===== config.mk =====
export PLATFORM = sky130hd
export DESIGN_NAME = mps_sequencer
export DESIGN_NICKNAME = d
export VERILOG_FILES = /design/src/inc/mps_pkg.sv /design/src/mps_sequencer.sv
export VERILOG_INCLUDE_DIRS = /design/src /design/src/inc
export SDC_FILE = /design/constraint.sdc
export NUM_CORES = 1
export LEC_CHECK = 0
export BUFFER_PORTS_ARGS = -buffer_cell sky130_fd_sc_hd__buf_2
export CAP_MARGIN = 0
export CORE_ASPECT_RATIO = 0.6
export CORE_MARGIN = 2
export CORE_UTILIZATION = 43
export DETAILED_ROUTE_END_ITERATION = 16
export GPL_ROUTABILITY_DRIVEN = 0
export MAX_ROUTING_LAYER = met4
export PLACE_DENSITY = 0.88
export SETUP_SLACK_MARGIN = 0.4
export SYNTH_ARGS = -nofsm -noshare
export SYNTH_HDL_FRONTEND = slang
export SYNTH_SLANG_ARGS = --single-unit

===== constraint.sdc =====
create_clock -name clk -period 1.93 [get_ports clk]
set_input_delay 0.2895 -clock clk [delete_from_list [all_inputs] [get_ports clk]]
set_output_delay 0.2895 -clock clk [all_outputs]
set_load 0.02 [all_outputs]

===== src/inc/mps_map.svh =====
// Constants of the microprogram sequencer: offsets, fields, reset values, addresses, timing
// How it works
// - Phase-test hold re-asserts the current phase strobe
// - Two-bit counter flags third consecutive indirect
// - Fetch phases hold both counter bits set
// - Second indirect clears bit 0, third bit 1
// - Third indirect plus interrupt enters interrupt fetch
// - No set strobe maps to address 0000
// - Interrupt fetch strobe maps to address 0004
// - Indirect strobe maps to address 0014
// - Execute decodes instruction bits 10-15 into class
// - Class line plus bits 4-9 give start; arith and I/O use bits 4-8
// - Macro class targets lowest installed module above zero
// - Jump select takes address from microinstruction bits
// - Bits 17,12 pick module; bits 0-7 offset
// - Bus address source drives word bits 0-9
// - Ten-bit microaddress loads from mapper or save
// - Load when load request and strobe low
// - Load on switch, end code, auto-restart
// - Load on jump, call, return, conditional at halt
// - Increment on request with state strobe low
// - Increment needs load, run, no single-cycle conditional
// - Single-cycle conditional inhibits ROM, halts two later
// - Clear while power bad or preset requested
`ifndef MPS_MAP_SVH
`define MPS_MAP_SVH

`define MPS_AW            10
`define MPS_IW            16
`define MPS_MW            24

`define MPS_REG_CTRL      4'h0
`define MPS_REG_STATUS    4'h4

`define MPS_CTRL_HOLD     0
`define MPS_CTRL_SINGLE   1
`define MPS_CTRL_MOD_LO   2
`define MPS_CTRL_MOD_HI   4
`define MPS_CTRL_RESET    5'h04

`define MPS_ADDR_FETCH    10'h000
`define MPS_ADDR_INTR     10'h004
`define MPS_ADDR_INDIRECT 10'h00c

`define MPS_BASE_MEM_SHIFT 2'h1
`define MPS_BASE_ALTER    2'h2
`define MPS_BASE_ARITH_IO 2'h3
`define MPS_BASE_MACRO    2'h0

`define MPS_HALT_DELAY    2

`endif


===== src/inc/mps_pkg.sv =====
// Types shared by the microprogram sequencer
package mps_pkg;

   typedef struct packed {
      logic normal_fetch_active;
      logic interrupt_fetch_active;
      logic indirect_active;
      logic execute_active;
   } mps_phase_s;

   typedef struct packed {
      logic set_interrupt_fetch;
      logic set_indirect_phase;
      logic set_execute_phase;
   } mps_set_s;

   typedef struct packed {
      logic micro_jump;
      logic micro_subroutine_call;
      logic micro_subroutine_return;
      logic conditional_micro_jump;
   } mps_func_s;

   typedef enum logic [2:0] {
      MPS_CLS_MEM_SHIFT,
      MPS_CLS_ALTER,
      MPS_CLS_ARITH,
      MPS_CLS_IO,
      MPS_CLS_MACRO
   } mps_class_e;

endpackage


===== src/mps_sequencer.sv =====
// Microprogram sequencer: phase hold, indirect counter, mapper and microaddress register
`timescale 1ns/1ps
`include "mps_map.svh"

module mps_sequencer
   import mps_pkg::*;
#(
   parameter int AW = `MPS_AW
) (
   input  wire  logic              clk,
   input  wire  logic              rst_n,
   input  wire  logic [3:0]        reg_addr,
   input  wire  logic [31:0]       reg_wdata,
   input  wire  logic              reg_wr,
   input  wire  logic              reg_rd,
   output logic       [31:0]       reg_rdata,
   input  wire  mps_phase_s        phase,
   input  wire  logic              phase_end,
   input  wire  logic              interrupt_pending,
   input  wire  mps_set_s          proposed_set,
   output mps_set_s                set_out,
   output logic                    third_indirect_flag,
   input  wire  logic [15:0]       instr_word,
   input  wire  logic [23:0]       microinstruction_register,
   input  wire  mps_func_s         func,
   input  wire  logic              address_source_bus,
   input  wire  logic              skip_pending,
   input  wire  logic              halt_entry,
   input  wire  logic              pc_switch,
   input  wire  logic              skip_field_end,
   input  wire  logic              auto_restart,
   input  wire  logic [AW-1:0]     save_address,
   input  wire  logic              microinstruction_load,
   input  wire  logic              run_flag,
   input  wire  logic              state_clock_strobe,
   input  wire  logic              power_good,
   input  wire  logic              preset_request,
   output logic       [AW-1:0]     microaddress,
   output logic                    microaddress_load_n,
   output logic                    microaddress_increment,
   output logic                    micro_jump_select,
   output logic                    rom_inhibit,
   output logic                    halt_request,
   output logic       [9:0]        sbus_data,
   output logic                    sbus_oe
);

   if (AW != `MPS_AW) begin : g_width_check
      $error("mps_sequencer: the mapper forms exactly ten address bits");
   end

   // Reset release through two flops
   logic [1:0]    rst_sync_reg;
   logic          sys_rst_n;

   always_ff @(posedge clk or negedge rst_n) begin
      if (!rst_n) begin
         rst_sync_reg <= 2'h0;
      end else begin
         rst_sync_reg <= {rst_sync_reg[0], 1'b1};
      end
   end
   assign sys_rst_n = rst_sync_reg[1];

   // Control and status port
   logic [4:0]    ctrl_reg;
   logic [31:0]   rdata_reg;
   logic [31:0]   rdata_next;
   logic [1:0]    cnt_reg;
   logic          ctrl_hold;
   logic          ctrl_single;
   logic [2:0]    mod_mask;
   wire           hit_ctrl   = (reg_addr == `MPS_REG_CTRL);
   wire           hit_status = (reg_addr == `MPS_REG_STATUS);

   assign ctrl_hold   = ctrl_reg[`MPS_CTRL_HOLD];
   assign ctrl_single = ctrl_reg[`MPS_CTRL_SINGLE];
   assign mod_mask    = ctrl_reg[`MPS_CTRL_MOD_HI:`MPS_CTRL_MOD_LO];
   assign rdata_next  = !reg_rd    ? 32'h0000_0000 :
                        hit_ctrl   ? {27'h000_0000, ctrl_reg} :
                        hit_status ? {19'h0_0000, cnt_reg, third_indirect_flag, microaddress} :
                                     32'h0000_0000;
   assign reg_rdata   = rdata_reg;

   always_ff @(posedge clk or negedge sys_rst_n) begin
      if (!sys_rst_n) begin
         ctrl_reg  <= `MPS_CTRL_RESET;
         rdata_reg <= 32'h0000_0000;
      end else begin
         if (reg_wr && hit_ctrl) begin
            ctrl_reg <= reg_wdata[4:0];
         end
         rdata_reg <= rdata_next;
      end
   end

   // Set-phase strobes toward the phase flip-flops
   wire fetch_active = phase.normal_fetch_active | phase.interrupt_fetch_active;
   wire hold_now     = phase_end & ctrl_hold;
   // Third indirect with an interrupt waiting must not loop in indirect again
   wire redirect     = proposed_set.set_indirect_phase & third_indirect_flag & interrupt_pending;

   assign set_out.set_interrupt_fetch = hold_now ? phase.interrupt_fetch_active :
                                        (proposed_set.set_interrupt_fetch | redirect);
   assign set_out.set_indirect_phase  = hold_now ? phase.indirect_active :
                                        (proposed_set.set_indirect_phase & ~redirect);
   assign set_out.set_execute_phase   = hold_now ? phase.execute_active :
                                        (proposed_set.set_execute_phase & ~redirect);

   // Indirect counter; fetch forces both bits set without waiting for a clock
   logic [1:0]    cnt_eff;
   logic [1:0]    cnt_next;

   assign cnt_eff  = fetch_active ? 2'h3 : cnt_reg;
   assign cnt_next = fetch_active                ? 2'h3 :
                     !set_out.set_indirect_phase ? cnt_reg :
                     cnt_reg[0]                  ? {cnt_reg[1], 1'b0} :
                                                   2'h0;
   assign third_indirect_flag = ~cnt_eff[1];

   always_ff @(posedge clk or negedge sys_rst_n) begin
      if (!sys_rst_n) begin
         cnt_reg <= 2'h3;
      end else begin
         cnt_reg <= cnt_next;
      end
   end

   // Instruction class decode
   mps_class_e    ir_class;
   wire           is_memref = |instr_word[14:12];

   assign ir_class = is_memref       ? MPS_CLS_MEM_SHIFT :
                     !instr_word[15] ? (instr_word[10] ? MPS_CLS_ALTER : MPS_CLS_MEM_SHIFT) :
                     instr_word[10]  ? MPS_CLS_IO :
                     instr_word[11]  ? MPS_CLS_MACRO : MPS_CLS_ARITH;

   // Macro entries land in the jump table of the lowest installed upper module
   logic [1:0]    macro_module;
   assign macro_module = mod_mask[0] ? 2'h1 : mod_mask[1] ? 2'h2 :
                         mod_mask[2] ? 2'h3 : 2'h1;

   logic [AW-1:0] exec_addr;
   wire  [5:0]    ir_op = instr_word[9:4];

   always_comb begin
      unique case (ir_class)
         MPS_CLS_MEM_SHIFT: exec_addr = {2'h0, `MPS_BASE_MEM_SHIFT, ir_op};
         MPS_CLS_ALTER:     exec_addr = {2'h0, `MPS_BASE_ALTER, ir_op};
         MPS_CLS_ARITH:     exec_addr = {2'h0, `MPS_BASE_ARITH_IO, 1'b0, ir_op[4:0]};
         MPS_CLS_IO:        exec_addr = {2'h0, `MPS_BASE_ARITH_IO, 1'b1, ir_op[4:0]};
         MPS_CLS_MACRO:   exec_addr = {macro_module, `MPS_BASE_MACRO, ir_op};
         default:         exec_addr = `MPS_ADDR_FETCH;
      endcase
   end

   // Phase start address
   logic [AW-1:0] phase_addr;
   wire only_intr = set_out.set_interrupt_fetch & ~set_out.set_indirect_phase
                    & ~set_out.set_execute_phase;
   wire only_ind  = ~set_out.set_interrupt_fetch & set_out.set_indirect_phase
                    & ~set_out.set_execute_phase;
   wire only_exe  = ~set_out.set_interrupt_fetch & ~set_out.set_indirect_phase
                    & set_out.set_execute_phase;

   assign phase_addr = only_intr ? `MPS_ADDR_INTR :
                       only_ind  ? `MPS_ADDR_INDIRECT :
                       only_exe  ? exec_addr :
                                   `MPS_ADDR_FETCH;

   // Jump target; the bus only ever patches the low nibble
   logic [AW-1:0] jump_addr;
   logic [3:0]    jump_low;

   assign sbus_oe   = micro_jump_select & address_source_bus;
   assign sbus_data = sbus_oe ? instr_word[9:0] : 10'h000;
   assign jump_low  = microinstruction_register[3:0] |
                      (sbus_oe ? sbus_data[3:0] : 4'h0);
   assign jump_addr = {microinstruction_register[17], microinstruction_register[12],
                       microinstruction_register[7:4], jump_low};

   // Microaddress control
   wire goto_now  = (func.micro_jump | func.micro_subroutine_call) & ~skip_pending;
   wire cond_now  = func.conditional_micro_jump & (halt_entry | interrupt_pending);
   wire returning = func.micro_subroutine_return;
   wire load_req  = pc_switch | skip_field_end | auto_restart |
                    goto_now | cond_now | returning;
   wire inc_req   = microinstruction_load & run_flag &
                    ~(func.conditional_micro_jump & ctrl_single);
   wire clear_req = ~(power_good & ~preset_request);
   wire load_go   = load_req & ~state_clock_strobe;
   wire inc_go    = inc_req & ~state_clock_strobe;

   logic [AW-1:0] mapper_addr;
   logic [AW-1:0] load_src;
   logic [AW-1:0] microaddress_reg;
   logic [AW-1:0] microaddress_next;

   assign micro_jump_select      = goto_now | cond_now;
   assign mapper_addr            = micro_jump_select ? jump_addr : phase_addr;
   assign load_src               = returning ? save_address : mapper_addr;
   assign microaddress_load_n    = ~load_req;
   assign microaddress_increment = inc_req;
   assign rom_inhibit            = func.conditional_micro_jump & ctrl_single;
   assign microaddress           = microaddress_reg;

   // Clear over load over increment
   assign microaddress_next = clear_req ? {AW{1'b0}} :
                              load_go   ? load_src :
                              inc_go    ? microaddress_reg + {{(AW-1){1'b0}}, 1'b1} :
                                          microaddress_reg;

   always_ff @(posedge clk or negedge sys_rst_n) begin
      if (!sys_rst_n) begin
         microaddress_reg <= {AW{1'b0}};
      end else begin
         microaddress_reg <= microaddress_next;
      end
   end

   // Halt follows the inhibited conditional by two clock periods
   logic [`MPS_HALT_DELAY-1:0] halt_pipe_reg;

   always_ff @(posedge clk or negedge sys_rst_n) begin
      if (!sys_rst_n) begin
         halt_pipe_reg <= '0;
      end else begin
         halt_pipe_reg <= {halt_pipe_reg[`MPS_HALT_DELAY-2:0], rom_inhibit};
      end
   end
   assign halt_request = halt_pipe_reg[`MPS_HALT_DELAY-1];
endmodule


# Word-level counts from Yosys, hierarchy flattened
# Cells that the tools add are included.
# word_totals
regBits	34
ramBits	0
elab_cells	91
inputBits	114
romBits	0
output_inout_bits	62
n_memories	0
latch_bits	0
# classes
order_cmp	0
multipliers	0
mux	29
shifts	0
n_reduce_logical	6
div_mod_pow	0
n_bitwise	41
eq_ne	7
n_addsub	1
# ops
cell	n
$mux 10	9
$pmux 10 s5	1
$mux 13	3
$and 1x1->1	20
$mux 2	7
$mux 3	4
$add 10x1->10 const B	1
$not 1->1	10
$or 1x1->1	10
$eq 3x2->1 const B	2
$eq 4x3->1 const B	1
$logic_not 4->1	1
$mux 1	4
$mux 4	1
$or 4x4->4	1
$eq 3x1->1 const B	1
$eq 3x3->1 const B	1
$logic_not 3->1	1
$ne 3x3->1 const B	1
$reduce_or 3->1	1
$ne 2x1->1 const B	1
$reduce_and 2->1	1
$reduce_bool 2->1	1
$logic_and 1x1->1	1

# Depth between registers and ports, before layout
# logic_depth
depth_word	18
mapped_depth	7
ltp_nobuf	7

# Worst setup path before layout
# OpenSTA, ideal clock, no wires.
# synth_timing
path_type	register to register
start	reg cnt_reg[1]
end	reg microaddress_reg[3], in the netlist microaddress[3]
path_stages_with_launch	7
path_slack_ps	-156
setup_ps	139
n_path_buf	0
required_time_ps	1791
synth_period_minus_slack_ps	2086
arrival_time_ps	1946
path_cell_list	dfstp_2 nor3_1 nand3_1 o21ai_0 nor3_1 a21oi_1 o21ai_0
# synth_rtl
element	line_no	rtl
start, declared	mps_sequencer.sv:69	logic [1:0] cnt_reg;
start signal, assigned	mps_sequencer.sv:125	cnt_reg <= cnt_next;
end signal, assigned	mps_sequencer.sv:215	microaddress_reg <= {AW{1'b0}};
end signal, assigned	mps_sequencer.sv:217	microaddress_reg <= microaddress_next;
end, declared	mps_sequencer.sv:196	logic [AW-1:0] microaddress_reg;

# Worst setup path in the final report
# layout_timing
start	reg ctrl_reg[0]
end	reg microaddress_reg[2], in the netlist microaddress[2]
# layout_via
elab_chain_cells	12
elab_cells_between_ends	20
cone_classes	mux: 10; bitwise: 10
# layout_lines
element	line_no	rtl
start, declared	mps_sequencer.sv:66	logic [4:0] ctrl_reg;
start signal, assigned	mps_sequencer.sv:87	ctrl_reg <= `MPS_CTRL_RESET;
start signal, assigned	mps_sequencer.sv:91	ctrl_reg <= reg_wdata[4:0];
$and 1x1->1 (*)	mps_sequencer.sv:99	wire hold_now = phase_end & ctrl_hold;
$mux 1, on equally long branches	mps_sequencer.sv:103, mps_sequencer.sv:105	
$not 1->1, on equally long branches	mps_sequencer.sv:161, mps_sequencer.sv:163, mps_sequencer.sv:159	
$and 1x1->1	mps_sequencer.sv:163	wire only_exe = ~set_out.set_interrupt_fetch & ~set_out.set_indirect_phase
$and 1x1->1	mps_sequencer.sv:164	& set_out.set_execute_phase;
$mux 10 (no line) (2 in a row)	-	
$mux 10 (no line) (*)	-	
$mux 10 (*)	mps_sequencer.sv:200	assign mapper_addr = micro_jump_select ? jump_addr : phase_addr;
$mux 10 (*)	mps_sequencer.sv:201	assign load_src = returning ? save_address : mapper_addr;
$mux 10 (*)	mps_sequencer.sv:209	load_go ? load_src :
$mux 10 (*)	mps_sequencer.sv:208	assign microaddress_next = clear_req ? {AW{1'b0}} :
# Every way passes the cells marked *; elsewhere a longest branch is shown, timed or not.
# A chain may end at the register's enable or synchronous reset.

==> results.env <==
STATUS='completed'
SYNTHDISTINCTLIBCELLS=58
CRITICAL_PATH_CELL_SEQUENCE='and2_4, buf_4, nor4b_1, a31oi_1, a311oi_2, a2111oi_2, o21ai_1'
TRITONCTS.NUM_BUFFERS=5
SETUP.WORST_PATH.START_CLASS='flip-flop'
DRC=0
DESIGN.DIE.AREA_MM2=0.00595
SYN-INSTANCE-COUNT=264
WORST_PATH_LARGEST_CELL_DELAY_NS=0.45
HOLD_CLASS='flip-flop to async pin'
FINAL-HOLD-VIOLATION-COUNT=0
POWER.NET_SWITCHING_W=0.000706
COMB_POWER_SHARE_PCT=31.6
GR-TOTAL-OVERFLOW=0
ROUTE.FINAL.WIRE_LENGTH_UM=8390
DIE_HEIGHT_UM=60.5
POST-LAYOUT-TOTAL-POWER_W=0.00216
WORST_EP_REQUIRED_TIME_NS=2.15
INITIAL_STANDARD_CELL_UTILIZATION_OF_THE_CORE_PCT=44.9
SLEW_VIOL_FINAL=0
FIN_WORST_SKEW_NS=0.00890
CLOCK.FMAX_GHz=0.571
LARGEST_REGISTER_FFS=13
RSZ_0062_RAISED_AFTER_GLOBAL_ROUTING='yes'
WORST_SKEW_PAIR.LATE_LATENCY_NS=0.29
WORST-R2R-CELL-COUNT=7
ENDPOINT_KIND='flip-flop'
TIMING.RR.END='microaddress[2]'
SYN-MEAN-INSTANCE-AREA_UM2=8.68
SYNTH.TOP_CELL.AREA_SHARE_PCT=33.9
CRITICAL_PATH_CLASS='flip-flop to flip-flop'
CAP_VIOLATIONS=0
FINAL_ANT_VIOL_NETS=0
PORT-BUFFER-COUNT=115
YS_TOP_CELLS_BY_AREA='sky130_fd_sc_hd__dfrtp_1, sky130_fd_sc_hd__buf_4, sky130_fd_sc_hd__nand2_1'
VIAS_PER_INST=5.64
INITIAL_DRC_COUNT=238
LAYOUT.NETS=529
TIMING.CRITICAL_PATH.ARRIVAL_NS=1.97
CRITICAL-PATH-SLOWEST-CELL='sky130_fd_sc_hd__dfrtp_2'
CHIPWIDTH_UM=98.2
VIA_COUNT=2714
PROPORTION_OF_SYNTHESIZED_CHIP_AREA_IN_SEQUENTIAL_CELLS_PCT=37.3
ROUTED_WIRE_LENGTH_PER_INSTANCE_UM=17.4
R2R_START='ctrl_reg[0]'
CLOCK-ROOT-BUFFER='sky130_fd_sc_hd__clkbuf_8'
SYNTH-ASYNC-RESET-RATIO_PCT=100
SETUP.REG_TO_REG.WORST_SLACK_NS=0.18
CLK_PATH_BUF_DEPTH=2
FINALCRITPERIODSHARE_PCT=90.8
HOLD_WS_NS=0.112
PLACEMENTROWS=20
FIN_CRIT_NS=1.75
IR_DROP_mV=0.535
POWER_FRAC_SEQ_PCT=37.6
GRT_MAX_DEGREE=28
POWER_DENSITY_mW_PER_MM2=595
SETUP_VIOL=0
GRT_PASS1_WL_UM=11200
SYNTH_SEQ_CELLS=34
DRT_FIRST_PASS_ITERS=5
HPWLAFTERDP_UM=5410
AREA_DELTA_SYNTH_FINAL_PCT=58.6
COREAREA_MM2=0.00510
SYNTH_EDF_COUNT=0
GROUTE.USAGE.OVERALL_PCT=24.7
INTERNAL_POWER_W=0.00146
ANTENNADIODECOUNT=0
NUMBER_OF_SINKS_ON_THE_CLOCK_NET=34
SYNTHFLOPTYPE='sky130_fd_sc_hd__dfrtp_1'
LAYOUT.CELLS.MOST_COMMON='sky130_fd_sc_hd__buf_2'
SYNTHESIS.AREA_MM2=0.00229
HTREEDEPTH=2
SYNTH_TOP_CELL_BY_AREA='sky130_fd_sc_hd__dfrtp_1'
LAYOUT_CELL_SHARE_WITH_DRIVE_STRENGTH_BEYOND_1_PCT=54.7
GRT_PASS1_VIAS=2276
STATIC-LEAKAGE-POWER_nW=1.82
CLOCK_POWER_SHARE_PCT=30.9
WORST_SETUP_HOLD_PATH_CLK_SLEW_NS=0.08
FINAL_CELL_MIX='sky130_fd_sc_hd__buf_2, sky130_fd_sc_hd__buf_4, sky130_fd_sc_hd__dfrtp_1'
GRT_ANTENNA_BEFORE_REPAIR=1
BOUNDARYPINS=176
TRITONCTS_CLOCK_TREE='done'
SWSHARE_PCT=32.6
CRITICAL_PATH.MAX_FANOUT=5
YOSYSWARNINGCOUNT=0
[per-stage QoR]
step	setup TNS [ns]	cell area, µm²	setup WS, ns	util (%)	instances
floorplan	0	2420	0.0678	-	282
global placement	-0.111	2970	-0.102	58.1	446
detailed placement	-0.171	2970	-0.139	58.1	446
CTS	0	3330	0.220	65.3	468
global route	0	3630	0.130	71.2	481
finish	0	3630	0.178	71.2	481
[synthesized netlist by cell type, types with 2 or more instances]
| cell type | number |
|---|---|
| sky130_fd_sc_hd__a31oi_1 | 2 |
| sky130_fd_sc_hd__clkbuf_1 | 6 |
| sky130_fd_sc_hd__nor2_1 | 18 |
| sky130_fd_sc_hd__nor3_1 | 9 |
| sky130_fd_sc_hd__o21ai_0 | 15 |
| sky130_fd_sc_hd__inv_1 | 6 |
| sky130_fd_sc_hd__and2_1 | 11 |
| sky130_fd_sc_hd__a32oi_1 | 3 |
| sky130_fd_sc_hd__buf_2 | 2 |
| sky130_fd_sc_hd__nand3b_1 | 2 |
| sky130_fd_sc_hd__nand3_1 | 10 |
| sky130_fd_sc_hd__and3_1 | 13 |
| sky130_fd_sc_hd__conb_1 | 2 |
| sky130_fd_sc_hd__nor2b_1 | 3 |
| sky130_fd_sc_hd__a21oi_1 | 13 |
| sky130_fd_sc_hd__mux2i_1 | 9 |
| sky130_fd_sc_hd__buf_4 | 19 |
| sky130_fd_sc_hd__mux2_2 | 5 |
| sky130_fd_sc_hd__dfrtp_1 | 31 |
| sky130_fd_sc_hd__a211oi_1 | 3 |
| sky130_fd_sc_hd__xor2_1 | 2 |
| sky130_fd_sc_hd__o22ai_1 | 2 |
| sky130_fd_sc_hd__a311oi_1 | 2 |
| sky130_fd_sc_hd__nand2b_1 | 2 |
| sky130_fd_sc_hd__o311ai_0 | 3 |
| sky130_fd_sc_hd__nand4_1 | 6 |
| sky130_fd_sc_hd__o21bai_1 | 2 |
| sky130_fd_sc_hd__nand2_1 | 29 |
| sky130_fd_sc_hd__o221ai_1 | 3 |
| sky130_fd_sc_hd__dfstp_2 | 3 |
[cell families after synthesis]
logic type               count (synthesis)  share of synthesized area (%)
AND/OR/NAND/NOR                        116                           27.6
adder cells (fa/ha/maj)                  1                          0.546
XOR/XNOR                                 2                          0.765
AO/OA/AOI/OAI                           60                           17.8
flip-flops                              34                           37.3
buffers and inverters                   35                           9.28
multiplexers                            14                           6.39
other                                    2                          0.328
[final cells by class]
| cell class | instances | area (µm²) |
|---|---|---|
| multi-input combinational | 213 | 1540 |
| clock inverter | 3 | 45.0 |
| clock buffer | 5 | 68.8 |
| tap | 66 | 82.6 |
| inverter | 7 | 28.8 |
| timing repair buffer | 153 | 1010 |
| fill | 373 | 1470 |
| sequential | 34 | 858 |
[worst max-delay path: cells and delay by family, from the launching register on]
| kind | cells | cell delay, ns |
|---|---|---|
| flops | 1 | 0.45 |
| buf+inv | 1 | 0.13 |
| compound gates | 4 | 0.62 |
| simple gates | 2 | 0.48 |
[routing by layer]
layer | vias to the layer above | routed length [µm] | global-route usage, % | part of all wire, %
met2 | 169 | 4050 | 38.8 | 48
li1 | 1224 | - | - | -
met4 | 0 | 191 | 3.72 | 2.3
met3 | 28 | 727 | 5.99 | 8.7
met5 | - | 0 | - | 0
met1 | 1293 | 3420 | 33.9 | 41
[timing repair]
action,CTS,global route
gates cloned,0,1
resized for setup,39,45
hold buffers,1,0
hold endpoints to repair,2,0
endpoints found under the setup margin,27,25
setup buffers,13,12
pin swaps,15,15
[how the worst max path moves through the flow]
stage / startpoint / endpoint / slack (ns) / cells after the start
after floorplan: skip_field_end / microaddress[5] / 0.07 / 6
after global placement: phase[1] / microaddress[2] / -0.10 / 7
after detailed placement: phase[1] / microaddress[2] / -0.14 / 7
after CTS: ctrl_reg[0] / microaddress[5] / 0.22 / 7
after global routing: ctrl_reg[0] / microaddress[2] / 0.13 / 7
final: ctrl_reg[0] / microaddress[2] / 0.18 / 7
[power groups by stage]
stage | clock network [W] | registers [W] | logic [W]
after floorplan | 0 | 0.000832 | 0.000323
after global placement | 0 | 0.000819 | 0.000491
after detailed placement | 0 | 0.000822 | 0.000501
after CTS | 0.000668 | 0.000807 | 0.000575
after global routing | 0.000717 | 0.000819 | 0.000722
final | 0.000667 | 0.000813 | 0.000682
No activity file was read; power rests on OpenSTA's default activity.
